### config.mk
export PLATFORM = sky130hd
export DESIGN_NAME = program_space_read_window
export DESIGN_NICKNAME = d
export VERILOG_FILES = /design/src/pswin_pkg.sv /design/src/program_space_read_window.sv
export SDC_FILE = /design/constraint.sdc
export NUM_CORES = 1
export LEC_CHECK = 0
export BUFFER_PORTS_ARGS = -buffer_cell sky130_fd_sc_hd__buf_2
export CAP_MARGIN = 20
export CORE_MARGIN = 2
export CORE_UTILIZATION = 50
export CTS_CLUSTER_DIAMETER = 60
export DETAILED_ROUTE_END_ITERATION = 16
export PLACE_DENSITY_LB_ADDON = 0.3
export SLEW_MARGIN = 20
export SYNTH_ARGS = -nofsm -noshare
export SYNTH_HDL_FRONTEND = slang
export SYNTH_SLANG_ARGS = --single-unit
### constraint.sdc
create_clock -name clk -period 2.95 [get_ports clk]
set_input_delay 0.1475 -clock clk [delete_from_list [all_inputs] [get_ports clk]]
set_output_delay 0.1475 -clock clk [all_outputs]
set_load 0.1 [all_outputs]
### src/pswin_pkg.sv
// Constants and types for the program space read window
package pswin_pkg;
    localparam int EA_W = 16;
    localparam int EA_LOW_W = 15;
    localparam int PROG_ADDR_W = 24;
    localparam int EDS_ADDR_W = 25;
    localparam int RD_PAGE_W = 10;
    localparam int TBL_PAGE_W = 8;
    localparam int WR_PAGE_W = 9;
    localparam int REG_ADDR_W = 2;
    localparam int COST_W = 3;

    localparam logic [REG_ADDR_W-1:0] REG_TABLE_PAGE = 2'h0;
    localparam logic [REG_ADDR_W-1:0] REG_READ_PAGE = 2'h1;
    localparam logic [REG_ADDR_W-1:0] REG_WRITE_PAGE = 2'h2;
    localparam logic [REG_ADDR_W-1:0] REG_RESET_CTL = 2'h3;

    localparam logic [TBL_PAGE_W-1:0] TABLE_PAGE_RESET = 8'h00;
    localparam logic [RD_PAGE_W-1:0] READ_PAGE_RESET = 10'h001;
    localparam logic [WR_PAGE_W-1:0] WRITE_PAGE_RESET = 9'h001;
    localparam logic REGULATOR_SLEEP_RESET = 1'b0;
    localparam int REGULATOR_SLEEP_BIT = 11;

    localparam logic [1:0] PAGE_KIND_LSW = 2'h2;
    localparam logic [1:0] PAGE_KIND_MSB = 2'h3;
    localparam logic [RD_PAGE_W-1:0] PAGE_ZERO = 10'h000;

    // Instruction cycles, one clock each
    localparam logic [COST_W-1:0] COST_DATA = 3'h1;
    localparam logic [COST_W-1:0] COST_WINDOW = 3'h5;
    localparam logic [COST_W-1:0] COST_PIPELINED = 3'h1;
    localparam logic [COST_W-1:0] COST_LAST = 3'h6;
    localparam logic [COST_W-1:0] COST_TABLE = 3'h5;

    typedef enum logic [2:0] {
        SRC_DATA,
        SRC_EDS,
        SRC_LSW,
        SRC_MSB,
        SRC_TBL_LO,
        SRC_TBL_HI,
        SRC_TRAP
    } src_t;

    typedef enum logic {
        ST_IDLE,
        ST_BUSY
    } state_t;
endpackage : pswin_pkg

### src/program_space_read_window.sv
// Paged program space read window with page registers and read timing
`timescale 1ns/100ps
module program_space_read_window
    import pswin_pkg::*;
(
    input wire logic clk,
    input wire logic rst,
    input wire logic [REG_ADDR_W-1:0] regAddr,
    input wire logic [15:0] regWrData,
    input wire logic regWrite,
    input wire logic regRead,
    output logic [15:0] regRdData,
    input wire logic cpuRead,
    input wire logic [EA_W-1:0] cpuAddr,
    input wire logic cpuByte,
    input wire logic cpuTable,
    input wire logic cpuTableHigh,
    input wire logic rptActive,
    input wire logic rptPostTwo,
    input wire logic rptFirst,
    input wire logic rptLast,
    input wire logic rptIntExit,
    input wire logic rptIntResume,
    output logic cpuReady,
    output logic cpuDone,
    output logic [15:0] cpuRdData,
    output logic addrErrTrap,
    output logic [WR_PAGE_W-1:0] writePage,
    output logic dataRead,
    output logic [EA_W-1:0] dataAddr,
    output logic edsRead,
    output logic [EDS_ADDR_W-1:0] edsAddr,
    input wire logic [15:0] dataRdData,
    output logic progRead,
    output logic [PROG_ADDR_W-1:0] progAddr,
    input wire logic [PROG_ADDR_W-1:0] progRdData,
    input wire logic sleepMode,
    output logic flashRegStandby
);

    // Source of a read, from table flag, address and read page
    function automatic src_t routeRead(
        input logic isTable,
        input logic tableHigh,
        input logic [EA_W-1:0] ea,
        input logic [RD_PAGE_W-1:0] page
    );
        src_t r;
        if (isTable) begin
            r = tableHigh ? SRC_TBL_HI : SRC_TBL_LO;
        end else if (!ea[EA_W-1]) begin
            r = SRC_DATA;
        end else if (page == PAGE_ZERO) begin
            r = SRC_TRAP;
        end else if (page[RD_PAGE_W-1 -: 2] == PAGE_KIND_MSB) begin
            r = SRC_MSB;
        end else if (page[RD_PAGE_W-1 -: 2] == PAGE_KIND_LSW) begin
            r = SRC_LSW;
        end else begin
            r = SRC_EDS;
        end
        return r;
    endfunction : routeRead

    // Instruction cycles that a read occupies
    function automatic logic [COST_W-1:0] readCost(
        input src_t s,
        input logic inRepeat,
        input logic postTwo,
        input logic first,
        input logic intExit,
        input logic intResume,
        input logic last
    );
        logic [COST_W-1:0] c;
        c = COST_DATA;
        case (s)
            SRC_LSW, SRC_MSB: begin
                if (inRepeat && postTwo) begin
                    if (last) begin
                        c = COST_LAST;
                    end else if (first || intExit || intResume) begin
                        c = COST_WINDOW;
                    end else begin
                        c = COST_PIPELINED;
                    end
                end else begin
                    c = COST_WINDOW;
                end
            end
            SRC_TBL_LO, SRC_TBL_HI: begin
                c = COST_TABLE;
            end
            default: begin
                c = COST_DATA;
            end
        endcase
        return c;
    endfunction : readCost

    // Word mode ignores bit 0; byte mode returns the chosen byte low
    function automatic logic [15:0] pickBytes(
        input logic [15:0] word,
        input logic byteMode,
        input logic sel
    );
        logic [15:0] r;
        r = word;
        if (byteMode) begin
            r = {8'h00, sel ? word[15:8] : word[7:0]};
        end
        return r;
    endfunction : pickBytes

    logic [TBL_PAGE_W-1:0] tablePage;
    logic [RD_PAGE_W-1:0] readPage;
    logic regulatorSleep;
    logic [TBL_PAGE_W-1:0] next_tablePage;
    logic [RD_PAGE_W-1:0] next_readPage;
    logic [WR_PAGE_W-1:0] next_writePage;
    logic next_regulatorSleep;
    logic [15:0] next_regRdData;
    logic next_flashRegStandby;

    state_t state;
    state_t next_state;
    logic [COST_W-1:0] count;
    logic [COST_W-1:0] next_count;
    src_t src;
    src_t next_src;
    src_t reqSrc;
    logic byteMode;
    logic next_byteMode;
    logic byteSel;
    logic next_byteSel;
    logic next_cpuReady;
    logic next_cpuDone;
    logic [15:0] next_cpuRdData;
    logic next_addrErrTrap;
    logic next_dataRead;
    logic [EA_W-1:0] next_dataAddr;
    logic next_edsRead;
    logic [EDS_ADDR_W-1:0] next_edsAddr;
    logic next_progRead;
    logic [PROG_ADDR_W-1:0] next_progAddr;
    logic [15:0] rawWord;

    // Register file
    always_comb begin
        next_tablePage = tablePage;
        next_readPage = readPage;
        next_writePage = writePage;
        next_regulatorSleep = regulatorSleep;
        if (regWrite) begin
            case (regAddr)
                REG_TABLE_PAGE: next_tablePage = regWrData[TBL_PAGE_W-1:0];
                REG_READ_PAGE: next_readPage = regWrData[RD_PAGE_W-1:0];
                REG_WRITE_PAGE: next_writePage = regWrData[WR_PAGE_W-1:0];
                REG_RESET_CTL: next_regulatorSleep = regWrData[REGULATOR_SLEEP_BIT];
                default: next_tablePage = tablePage;
            endcase
        end
    end

    always_ff @(posedge clk) begin
        if (rst) begin
            tablePage <= TABLE_PAGE_RESET;
            readPage <= READ_PAGE_RESET;
            writePage <= WRITE_PAGE_RESET;
            regulatorSleep <= REGULATOR_SLEEP_RESET;
        end else begin
            tablePage <= next_tablePage;
            readPage <= next_readPage;
            writePage <= next_writePage;
            regulatorSleep <= next_regulatorSleep;
        end
    end

    // Register read data stands one cycle only, zero otherwise
    always_comb begin
        next_regRdData = 16'h0000;
        if (regRead) begin
            case (regAddr)
                REG_TABLE_PAGE: next_regRdData = {8'h00, tablePage};
                REG_READ_PAGE: next_regRdData = {6'h00, readPage};
                REG_WRITE_PAGE: next_regRdData = {7'h00, writePage};
                REG_RESET_CTL: begin
                    next_regRdData[REGULATOR_SLEEP_BIT] = regulatorSleep;
                end
                default: next_regRdData = 16'h0000;
            endcase
        end
    end

    always_ff @(posedge clk) begin
        if (rst) begin
            regRdData <= 16'h0000;
        end else begin
            regRdData <= next_regRdData;
        end
    end

    // Flash regulator standby while asleep, only when regulatorSleep is clear
    always_comb begin
        // Regulator state follows sleep directly, no settling modelled
        next_flashRegStandby = sleepMode && !regulatorSleep;
    end

    always_ff @(posedge clk) begin
        if (rst) begin
            flashRegStandby <= 1'b0;
        end else begin
            flashRegStandby <= next_flashRegStandby;
        end
    end

    // Read engine; the page is captured at acceptance so a page write
    // during a long read does not disturb it
    always_comb begin
        reqSrc = routeRead(cpuTable, cpuTableHigh, cpuAddr, readPage);
        next_state = state;
        next_count = count;
        next_src = src;
        next_byteMode = byteMode;
        next_byteSel = byteSel;
        if (state == ST_BUSY) begin
            if (count == COST_DATA) begin
                next_state = ST_IDLE;
            end else begin
                next_count = count - COST_DATA;
            end
        end
        if (cpuRead && cpuReady) begin
            next_state = ST_BUSY;
            next_src = reqSrc;
            next_byteMode = cpuByte;
            next_byteSel = cpuAddr[0];
            next_count = readCost(reqSrc, rptActive, rptPostTwo, rptFirst,
                rptIntExit, rptIntResume, rptLast);
        end
        // Ready rises a cycle early so a following read loses no cycle
        next_cpuReady = (next_state == ST_IDLE) || (next_count == COST_DATA);
    end

    // Sequencer registers
    always_ff @(posedge clk) begin
        if (rst) begin
            state <= ST_IDLE;
            count <= COST_DATA;
            src <= SRC_DATA;
            byteMode <= 1'b0;
            byteSel <= 1'b0;
            cpuReady <= 1'b1;
        end else begin
            state <= next_state;
            count <= next_count;
            src <= next_src;
            byteMode <= next_byteMode;
            byteSel <= next_byteSel;
            cpuReady <= next_cpuReady;
        end
    end

    // Completion on the last busy cycle; the memory word is taken then,
    // when its address has been stable for the whole read
    always_comb begin
        next_cpuDone = 1'b0;
        next_addrErrTrap = 1'b0;
        next_cpuRdData = cpuRdData;
        case (src)
            SRC_LSW, SRC_TBL_LO: rawWord = progRdData[15:0];
            SRC_MSB: rawWord = {8'h00, progRdData[23:16]};
            // Phantom byte of the upper word always reads zero
            SRC_TBL_HI: rawWord = {8'h00, progRdData[23:16]};
            SRC_TRAP: rawWord = 16'h0000;
            default: rawWord = dataRdData;
        endcase
        if (state == ST_BUSY && count == COST_DATA) begin
            next_cpuDone = 1'b1;
            next_addrErrTrap = (src == SRC_TRAP);
            next_cpuRdData = pickBytes(rawWord, byteMode, byteSel);
        end
    end

    always_ff @(posedge clk) begin
        if (rst) begin
            cpuDone <= 1'b0;
            cpuRdData <= 16'h0000;
            addrErrTrap <= 1'b0;
        end else begin
            cpuDone <= next_cpuDone;
            cpuRdData <= next_cpuRdData;
            addrErrTrap <= next_addrErrTrap;
        end
    end

    // Memory strobes and addresses; addresses hold after the strobe
    // because both memories answer asynchronously from them
    always_comb begin
        next_dataRead = 1'b0;
        next_edsRead = 1'b0;
        next_progRead = 1'b0;
        next_dataAddr = dataAddr;
        next_edsAddr = edsAddr;
        next_progAddr = progAddr;
        if (cpuRead && cpuReady) begin
            case (reqSrc)
                SRC_DATA: begin
                    next_dataRead = 1'b1;
                    next_dataAddr = cpuAddr;
                end
                SRC_EDS: begin
                    // Write page never feeds this path
                    next_edsRead = 1'b1;
                    next_edsAddr = {readPage, cpuAddr[EA_LOW_W-1:0]};
                end
                SRC_LSW, SRC_MSB: begin
                    next_progRead = 1'b1;
                    next_progAddr = {1'b0, readPage[7:0],
                        cpuAddr[EA_LOW_W-1:0]};
                end
                SRC_TBL_LO, SRC_TBL_HI: begin
                    next_progRead = 1'b1;
                    next_progAddr = {tablePage, cpuAddr};
                end
                default: begin
                    next_progRead = 1'b0;
                end
            endcase
        end
    end

    always_ff @(posedge clk) begin
        if (rst) begin
            dataRead <= 1'b0;
            dataAddr <= 16'h0000;
            edsRead <= 1'b0;
            edsAddr <= 25'h0000000;
            progRead <= 1'b0;
            progAddr <= 24'h000000;
        end else begin
            dataRead <= next_dataRead;
            dataAddr <= next_dataAddr;
            edsRead <= next_edsRead;
            edsAddr <= next_edsAddr;
            progRead <= next_progRead;
            progAddr <= next_progAddr;
        end
    end
endmodule : program_space_read_window

==> results of run 1 <==
per-layer routing:
metal | track usage | part of all wire | vias up
met2 | 0.459 | 0.50 | 179
met3 | 0.0536 | 0.052 | 31
met5 | 0 | 0 | -
met1 | 0.316 | 0.42 | 2498
li1 | - | - | 2554
met4 | 0.0943 | 0.023 | 0
registers in the layout (all words and copies together), names as in the netlist, 3 cells and up:
register	cells
tablePage	8
src	3
edsAddr	25
progAddr	24
regRdData	11
readPage	10
cpuRdData	16
dataAddr	16
count	3
writePage	9
timing repair:
action	CTS	global route
hold buffers	30	0
endpoints found under the hold margin	76	0
setup endpoints to repair	0	0
gates resized for setup	0	0
layout make-up:
class	instances	area (um^2)	share of cell area
Clock inverter	14	175	0.0239
Tap cell	136	170	0.0232
Sequential cell	136	2720	0.372
Timing Repair Buffer	230	1330	0.181
Inverter	6	22.5	0.00308
Clock buffer	18	428	0.0585
Antenna cell	2	5.00	0.000684
Multi-Input combinational cell	441	2470	0.337
logic make-up after synthesis:
group           share of synthesized area
flops                               0.504
buf+inv                            0.0437
other cells                      0.000694
mux                                0.0778
compound gates                      0.165
simple gates                        0.203
xor+xnor                          0.00162
fa+ha+maj                         0.00463
synthesized netlist by cell type, types with 3 or more instances:
cell	number
a211o_1	8
or2_2	4
nor3_1	11
clkbuf_1	32
a211oi_1	10
a22o_1	20
o21ai_0	6
nand3_1	12
a21oi_1	81
inv_1	6
nor2_1	59
buf_2	3
and3_1	9
dfxtp_1	136
nor3b_1	4
nand2b_1	4
a21oi_2	3
buf_6	3
mux2i_1	42
buf_4	5
nand2_1	135
through the flow:
stage / util / power [W] / cells / area (um^2) / setup slack (ns)
floorplan: - / 0.00270 / 628 / 5420 / 0.588
global placement: 0.615 / 0.00287 / 919 / 6410 / 0.917
detailed placement: 0.615 / 0.00288 / 919 / 6410 / 0.900
CTS: 0.702 / 0.00502 / 981 / 7310 / 0.885
global route: 0.702 / 0.00517 / 981 / 7310 / 0.716
finish: 0.703 / 0.00500 / 983 / 7320 / 0.833
critical path: stages, from the launching register on:
cell and delay [ns]:
dfxtp_1 0.36, or4_4 0.58, o311ai_4 0.52, buf_4 0.31
nand2_1 0.10, a21oi_1 0.16
how the worst max path moves through the flow:
| stage | end | startpoint | slack [ns] | depth (start not counted) |
|---|---|---|---|---|
| 6_report | edsAddr[9]$_SDFFE_PP0P_ | readPage[4]$_SDFFE_PP0P_ | 0.83 | 5 |
| 5_1_grt | edsAddr[9]$_SDFFE_PP0P_ | readPage[4]$_SDFFE_PP0P_ | 0.72 | 5 |
| 4_1_cts | edsAddr[3]$_SDFFE_PP0P_ | readPage[4]$_SDFFE_PP0P_ | 0.88 | 5 |
| 3_5_place_dp | edsAddr[10]$_SDFFE_PP0P_ | readPage[4]$_SDFFE_PP0P_ | 0.90 | 5 |
| 3_3_place_gp | edsAddr[23]$_SDFFE_PP0P_ | readPage[4]$_SDFFE_PP0P_ | 0.92 | 5 |
| 2_1_floorplan | dataAddr[10]$_SDFFE_PP0P_ | cpuReady$_SDFF_PP1_ | 0.59 | 5 |
where the power goes:
| part | internal (W) | leakage, nW | switching (W) |
|---|---|---|---|
| Combinational | 0.000218 | 1.99 | 0.000697 |
| Sequential | 0.00191 | 1.11 | 0.0000574 |
| Clock | 0.00131 | 0.276 | 0.000804 |
==> summary.md, run 1 <==
| Metric | Value |
|---|---|
| First DRT Iteration DRCs | 376 |
| Final setup viols | 0 |
| Fin crit share | 0.718 |
| Slew HR | 0.444 |
| # Post-CTS Setup Buffers | 0 |
| CP required | approximately 3.4 ns |
| Wire per inst | 15.8 um |
| Ratio of cells with drive above 1 in the final layout | 0.292 |
| Clk_skew | 0.00847 ns |
| Async SR Flop Fraction | 0 |
| Number of core rows | 37 |
| Initial DRT Pass Iterations | 5 |
| Tot GR Track Use | 0.261 |
| IO Count | ~200 |
| Data arrival time of the worst path | 2.56 ns |
| Yosys warns | 0 |
| Largest cells by area after synthesis | dfxtp_1 (50%), nand2_1 (9.4%), mux2i_1 (7.8%) |
| # nets final | 923 |
| Mean Syn Cell Area | 8.66 um^2 |
| Sequential area share after synthesis | 0.504 |
| Die area | approximately 12,000 um^2 |
| Max-Cap Viols | 0 |
| Post-synth EDFFs | 0 |
| Mapped Cells | 624 |
| Core ar. | 10,400 um^2 |
| Die width | 108 um |
| RSZ-0062 raised after global routing | false |
| Commonest non-fill, non-tap cells in the layout | buf_2 (190), dfxtp_1 (136), nand2_1 (135) |
| TNS Setup | 0 ns |
| CTS tree | done |
| IO buf count | 191 |
| Outcome | complete, no violations |
| FF-to-FF path depth | 5 |
| Vias | 5,262 |
| Tmin final | 2.12 ns |
| FF+latch count, synth | approximately 140 |
| Number of fill cells in the layout | 850 |
| Area added between synthesis and finish | 35.4% |
| Area leader, netlist | dfxtp_1 |
| RR Startpoint | readPage[4]$_SDFFE_PP0P_ |
| Worst setup SP type | register |
| Root Buffer | clkbuf_8 |
| Mapped cell area | 5410 um^2 |
| CTS sink count | between 100 and 150 |
| Via density | 5.35 |
| Pleak | around 3.4 nW |
| Final Hold Fails | 0 |
| Clk slew on worst S/H paths | 0.06 ns |
| Hold path cells | 3 |
| Post-DP HPWL | 10,600 um |
| HP Class | in2reg |
| ANT nets after route | 0 |
| Netlist cell types | 45 |
| R2R setup slack | 0.83 ns |
| Number of global-route vias before repair | 5,048 |
| Max H-tree Level | 4 |
| Die Height | 108 um |
| Largest net degree at the start of global routing | 55 |
| Main synth FF type | dfxtp_1 |
| DRC | 0 |
| Crit Path Category | reg2reg |
| WL final | 15,500 um |
| Gr ovfl total | 0 |
| Starting Density | 0.519 |
| Clk_lat worst skew | 0.52 ns |
| FMAX | between 0.4 and 0.5 GHz |
| Share of Yosys cell area claimed by the top area cell type | 0.504 |
| RR Endpoint | edsAddr[9]$_SDFFE_PP0P_ |
| Crit end category | register |
| Hold endpoint | cpuRdData[10]$_SDFFE_PP0P_ |
| Commonest non-fill, non-tap cell in the layout | buf_2 |
| Final hold slack | 0.0118 ns |
| Longest Clk Path Bufs | 2 |
| Hold Startpoint | dataRdData[10] |
| Initial antenna violation count | 0 |
| P per Cell Area | 683 nW/um^2 |
| CTS buffer count | 17 |
| Worst IR Drop VDD | between 0.3 and 0.4 mV |
| Worst-margin pin slew | ~0.83 ns |
| Critical path fanouts, max | 15 |
| Gpl congestion | 0.875 |
| First-pass GRT wire length | ~24,000 um |
| Final slew viol count | 0 |
(Power assumes the default switching activity.)
==> run 2, diff against run 1 <==
- CORE_UTILIZATION: 50 -> 44
- clock period: 2.95 -> 1.8 ns (I/O delays scaled with it)
==> summary.md, run 2 (synthesized netlist as in run 1, its figures left out) <==
| Metric | Value |
|---|---|
| Commonest non-fill, non-tap cell in the layout | buf_2 |
| Final Non-Filler Cells | 1,011 |
| Die Height | 115 um |
| Net Sw Power | 0.00242 W |
| Tot GR Track Use | 0.236 |
| Outcome | complete, no violations |
| IO buf count | approximately 190 |
| Power share of the clock group | 0.405 |
| FF-to-FF path depth | 8 |
| Tmin final | 1.73 ns |
| R2R setup slack | 0.07 ns |
| ANT nets after route | 0 |
| Initial DRT Pass Iterations | 5 |
| FMAX | ~0.58 GHz |
| Post-DP HPWL | 10,900 um |
| Gr ovfl total | 0 |
| Clk_skew | slightly below 0.01 ns |
| Worst setup SP type | register |
| Ratio of cells with drive above 1 in the final layout | 0.307 |
| Crit end category | register |
| Max-Cap Viols | 0 |
| Commonest non-fill, non-tap cells in the layout | buf_2 (190), dfxtp_1 (135), nand2_1 (134) |
| Die area | 13,200 um^2 |
| Largest register FFs | 25 |
| Starting Density | 0.450 |
| CTS sink count | 136 |
| Clk slew on worst S/H paths | 0.05 ns |
| Longest Clk Path Bufs | 2 |
| Die width | about 110 um |
| Buf/Inv on CP | 2 |
| Gate power share | 0.195 |
| Final setup viols | 0 |
| Root Buffer | clkbuf_16 |
| Core ar. | between 10,000 and 15,000 um^2 |
| Clk_lat worst skew | around 0.4 ns |
| RSZ-0062 raised after global routing | false |
| Area added between synthesis and finish | 38.1% |
| # nets final | 944 |
| Pleak | ~3.5 nW |
| Critical path fanouts, max | 8 |
| Final slew viol count | 0 |
| CP required | 2.09 ns |
| Critical path's largest stage delay | 0.35 ns |
| Hold path cells | 3 |
| Data arrival time of the worst path | 2.02 ns |
| First DRT Iteration DRCs | 364 |
| Wire per inst | roughly 15 um |
| Gpl congestion | 0.835 |
| Via density | 5.22 |
| Number of core rows | 40 |
| CTS buffer count | 17 |
| Worst IR Drop VDD | 0.630 mV |
| Sw frac | 0.303 |
| Slew HR | 0.556 |
| Sequential power share | 0.401 |
| CP max stage cell | dfxtp_1 |
| IO Count | between 200 and 250 |
| Worst-margin pin slew | 0.665 ns |
| RR Startpoint | count[1]$_SDFF_PP0_ |
| Max H-tree Level | 4 |
| Biggest register | edsAddr |
| Number of global-route vias before repair | 5,097 |
| # Post-CTS Setup Buffers | 0 |
| WL final | 15,600 um |
| Hold endpoint | cpuRdData[5]$_SDFFE_PP0P_ |
| CTS tree | done |
| Vias | 5,274 |
| Worst path top cell family by delay | simple AND/OR/NAND/NOR gates |
| N_diodes | 0 |
| RR Endpoint | cpuRdData[4]$_SDFFE_PP0P_ |
| Crit Path Category | reg2reg |
| P per Cell Area | about 1100 nW/um^2 |
| Int Power | 0.00558 W |
| Largest net degree at the start of global routing | between 50 and 60 |
| Initial antenna violation count | 0 |
| Post-Place Cells | ~950 |
| Fin crit share | 0.964 |
| TNS Setup | 0 ns |
| First-pass GRT wire length | 24,400 um |
| Crit-path cells | inv_1 -> ha_1 -> and3b_1 -> nand2b_1 -> inv_2 -> and3_1 -> a22o_1 -> a211o_1 |
| Largest regs | edsAddr x25, progAddr x24 |
| Final hold slack | 0.0356 ns |
| Hold Startpoint | progRdData[13] |
| HP Class | in2reg |
| DRC | 0 |
| Final Hold Fails | 0 |
## run 2: changes by cell type in the layout (fill, tap and decap cells not counted), sizes merged, moves of 2 or more
| cell | previous run | this run |
|---|---|---|
| buf | 200 | 223 |
| dlygate4sd3 | 30 | 28 |
| clkbuf | 18 | 26 |
| clkinvlp | 6 | 0 |
| diode | 2 | 0 |
| clkinv | 4 | 2 |
## run 2: what timing repair did
item,in CTS,in global routing
setup endpoints to repair,39,8
hold endpoints to repair,74,0
hold buffers,28,0
resized for setup,3,2
## run 2: worst max path at each step
| stage | start | to | slack (ns) | depth (start not counted) |
|---|---|---|---|---|
| 2_1_floorplan | readPage[4]$_SDFFE_PP0P_ | edsAddr[13]$_SDFFE_PP0P_ | 0.05 | 5 |
| 3_3_place_gp | count[1]$_SDFF_PP0_ | cpuRdData[4]$_SDFFE_PP0P_ | -0.08 | 6 |
| 3_5_place_dp | count[1]$_SDFF_PP0_ | cpuRdData[4]$_SDFFE_PP0P_ | -0.16 | 6 |
| 4_1_cts | count[1]$_SDFF_PP0_ | cpuRdData[4]$_SDFFE_PP0P_ | 0.05 | 8 |
| 5_1_grt | readPage[4]$_SDFFE_PP0P_ | src[1]$_SDFFE_PP0P_ | 0.01 | 5 |
| 6_report | count[1]$_SDFF_PP0_ | cpuRdData[4]$_SDFFE_PP0P_ | 0.07 | 8 |
## run 2: worst register-to-register path, cell delays in order, from the launching register on
cell      delay, ns
dfxtp_1        0.35
inv_1          0.07
ha_1           0.19
and3b_1        0.19
nand2b_1       0.10
inv_2          0.08
and3_1         0.18
a22o_1         0.18
a211o_1        0.28
## run 2: stage by stage
step	setup slack (ns)	power, W	cell area (um^2)	util
6_report	0.0654	0.00801	7470	0.622
5_1_grt	0.0102	0.00830	7470	0.622
3_5_place_dp	-0.160	0.00477	6630	0.552
2_1_floorplan	0.0542	0.00442	5430	-
3_3_place_gp	-0.0763	0.00475	6630	0.552
4_1_cts	0.0457	0.00805	7470	0.622
## run 2: cell type report
type | instances | area (um^2)
clock buffers | 26 | 469
clock inverters | 4 | 70.1
fillers | 1035 | 4540
inverters | 6 | 22.5
multi-input cells | 441 | 2490
flip-flops and latches | 136 | 2730
well taps | 147 | 184
repair buffers | 251 | 1500
## run 2: power groups by stage
stage / Sequential [W] / Combinational, W / Clock (W)
CTS: 0.00321 / 0.00156 / 0.00329
global route: 0.00322 / 0.00164 / 0.00344
finish: 0.00321 / 0.00156 / 0.00324
floorplan: 0.00395 / 0.000471 / 0
global placement: 0.00326 / 0.00149 / 0
detailed placement: 0.00327 / 0.00150 / 0
## run 2: routing by layer
| metal | track usage | wire length, um | up-vias |
|---|---|---|---|
| met4 | 0.0988 | 318 | 0 |
| met5 | 0 | 0 | - |
| li1 | - | - | 2585 |
| met2 | 0.401 | 7620 | 197 |
| met1 | 0.286 | 6550 | 2465 |
| met3 | 0.0564 | 1070 | 27 |
==> run 3, diff against run 2 <==
- RECOVER_POWER: unset -> 50
==> summary.md, run 3 (synthesized netlist as in run 1, its figures left out) <==
| Metric | Value |
|---|---|
| Final Hold Fails | 0 |
| Root Buffer | clkbuf_16 |
| DRC | 0 |
| TNS Setup | 0 ns |
| CP max stage cell | dfxtp_1 |
| Largest register FFs | 25 |
| Gate power share | 0.194 |
| Sw frac | 0.303 |
| Area added between synthesis and finish | 37.6% |
| HP Class | in2reg |
| Clk slew on worst S/H paths | 0.05 ns |
| DP Worst Slack | -0.160 ns |
| Biggest register | edsAddr |
| Critical path's largest stage delay | 0.35 ns |
| Final slew viol count | 0 |
| Commonest non-fill, non-tap cell in the layout | dfxtp_1 |
| Net Sw Power | ~0.0024 W |
| RSZ-0062 raised after global routing | false |
| Initial DRT Pass Iterations | 4 |
| Sequential power share | 0.402 |
| N_diodes | 0 |
| Outcome | complete, no violations |
| Worst setup SP type | register |
| FMAX | 0.582 GHz |
| ANT nets after route | 0 |
| Max H-tree Level | 4 |
| Fin crit share | 0.955 |
| Worst path top cell family by delay | simple AND/OR/NAND/NOR gates |
| Total power | 0.00800 W |
| Post-DP HPWL | 10,900 um |
| Starting Density | 0.450 |
| Crit Path Category | reg2reg |
| Worst-margin pin slew | ~0.65 ns |
| CP required | 2.09 ns |
| Die area | 13,200 um^2 |
| CTS buffer count | 17 |
| Die width | around 110 um |
| Largest net degree at the start of global routing | 51 |
| IO buf count | 191 |
| Longest Clk Path Bufs | 2 |
| P per Cell Area | ~1100 nW/um^2 |
| Pleak | 3.39 nW |
| Initial antenna violation count | 0 |
| Vias | 5,274 |
| Post-Place Cells | 953 |
| Slew HR | 0.567 |
| Tot GR Track Use | 0.236 |
| CTS sink count | ~140 |
| First DRT Iteration DRCs | 387 |
| Dpl cell area | roughly 6600 um^2 |
| Ratio of cells with drive above 1 in the final layout | 0.297 |
| WL final | 15,500 um |
| Clk_skew | 0.00948 ns |
| Design Area, Final | 7440 um^2 |
| CTS tree | done |
| IO Count | approximately 200 |
| Gr ovfl total | 0 |
| Crit end category | register |
| # nets final | 944 |
| # Post-CTS Setup Buffers | 0 |
| Largest regs | edsAddr x25, progAddr x24 |
| Gpl congestion | roughly 0.83 |
| Via density | about 5.2 |
| PnR worst setup slack | 0.0819 ns |
| First-pass GRT wire length | 24,400 um |
| Final setup viols | 0 |
| Buf/Inv on CP | 2 |
| Max-Cap Viols | 0 |
| Crit-path cells | inv_1 -> ha_1 -> and3b_1 -> nand2b_1 -> inv_2 -> and3_1 -> a22o_1 -> a211o_1 |
| Die Height | 115 um |
| Int Power | 0.00558 W |
| Power share of the clock group | 0.405 |
| Wire per inst | 15.4 um |
| Commonest non-fill, non-tap cells in the layout | dfxtp_1 (136), nand2_1 (134), buf_2 (115) |
| Final Non-Filler Cells | 1,011 |
| Number of global-route vias before repair | 5,097 |
| Worst IR Drop VDD | 0.625 mV |
| Clk_lat worst skew | 0.41 ns |
| Tmin final | about 1.7 ns |
| Data arrival time of the worst path | 2.01 ns |
| Critical path fanouts, max | 8 |
| Number of core rows | 40 |
| Core ar. | 12,000 um^2 |
[run 3: cell types whose count changed in the layout (fill, tap and decap cells not counted)]
cell / before / now
dfxtp_4: 1 / 0
and2_0: 0 / 1
dfxtp_1: 135 / 136
clkbuf_1: 8 / 15
buf_2: 190 / 115
clkbuf_2: 0 / 74
buf_4: 31 / 25
and2_1: 1 / 0
[run 3: final timing paths]
path / end / slack (ns) / cells past startpoint / startpoint
worst max-delay path: cpuRdData[4]$_SDFFE_PP0P_ / 0.08 / 8 / count[1]$_SDFF_PP0_
worst min-delay path: cpuRdData[5]$_SDFFE_PP0P_ / 0.04 / 3 / progRdData[13]
worst min register to register: dataAddr[1]$_SDFFE_PP0P_ / 0.45 / 2 / dataAddr[1]$_SDFFE_PP0P_
worst max register to register: cpuRdData[4]$_SDFFE_PP0P_ / 0.08 / 8 / count[1]$_SDFF_PP0_
[run 3: per-stage QoR]
step	util	hold WS [ns]
2_1_floorplan	-	0.226
3_3_place_gp	0.552	0.323
3_5_place_dp	0.552	0.343
4_1_cts	0.622	0.0238
5_1_grt	0.619	0.0362
6_report	0.619	0.0367
[run 3: area by class of cell]
| type | count | area [um^2] |
|---|---|---|
| Tap cell | 147 | 184 |
| Sequential cell | 136 | 2720 |
| Multi-Input combinational cell | 441 | 2490 |
| Inverter | 6 | 22.5 |
| Clock buffer | 26 | 469 |
| Fill cell | 1040 | 4570 |
| Clock inverter | 4 | 70.1 |
| Timing Repair Buffer | 251 | 1480 |
[run 3: worst register-to-register path: cells and delay by family, from the launching register on]
family                   cells  cell delay [ns]
AO/OA/AOI/OAI                2             0.46
AND/OR/NAND/NOR              3             0.46
adder cells (fa/ha/maj)      1             0.19
buffers and inverters        2             0.15
flip-flops                   1             0.35
[run 3: power groups by stage]
stage	combinational (W)	sequential, W	clock (W)
after floorplan	0.000471	0.00395	0
after global placement	0.00149	0.00326	0
after detailed placement	0.00150	0.00327	0
after CTS	0.00156	0.00321	0.00329
after global routing	0.00163	0.00322	0.00344
final	0.00155	0.00321	0.00324
[run 3: routing by layer]
metal	share of wire	track usage	wire length, um	vias up
met3	0.066	0.0564	1020	30
met5	0	0	0	-
li1	-	-	-	2592
met4	0.022	0.0988	346	0
met1	0.42	0.286	6530	2448
met2	0.49	0.401	7620	204
[run 3: repair_timing]
item	in CTS	in global routing
hold endpoints to repair	74	0
endpoints found under the setup margin	39	8
resized for setup	3	2
hold buffers	28	0
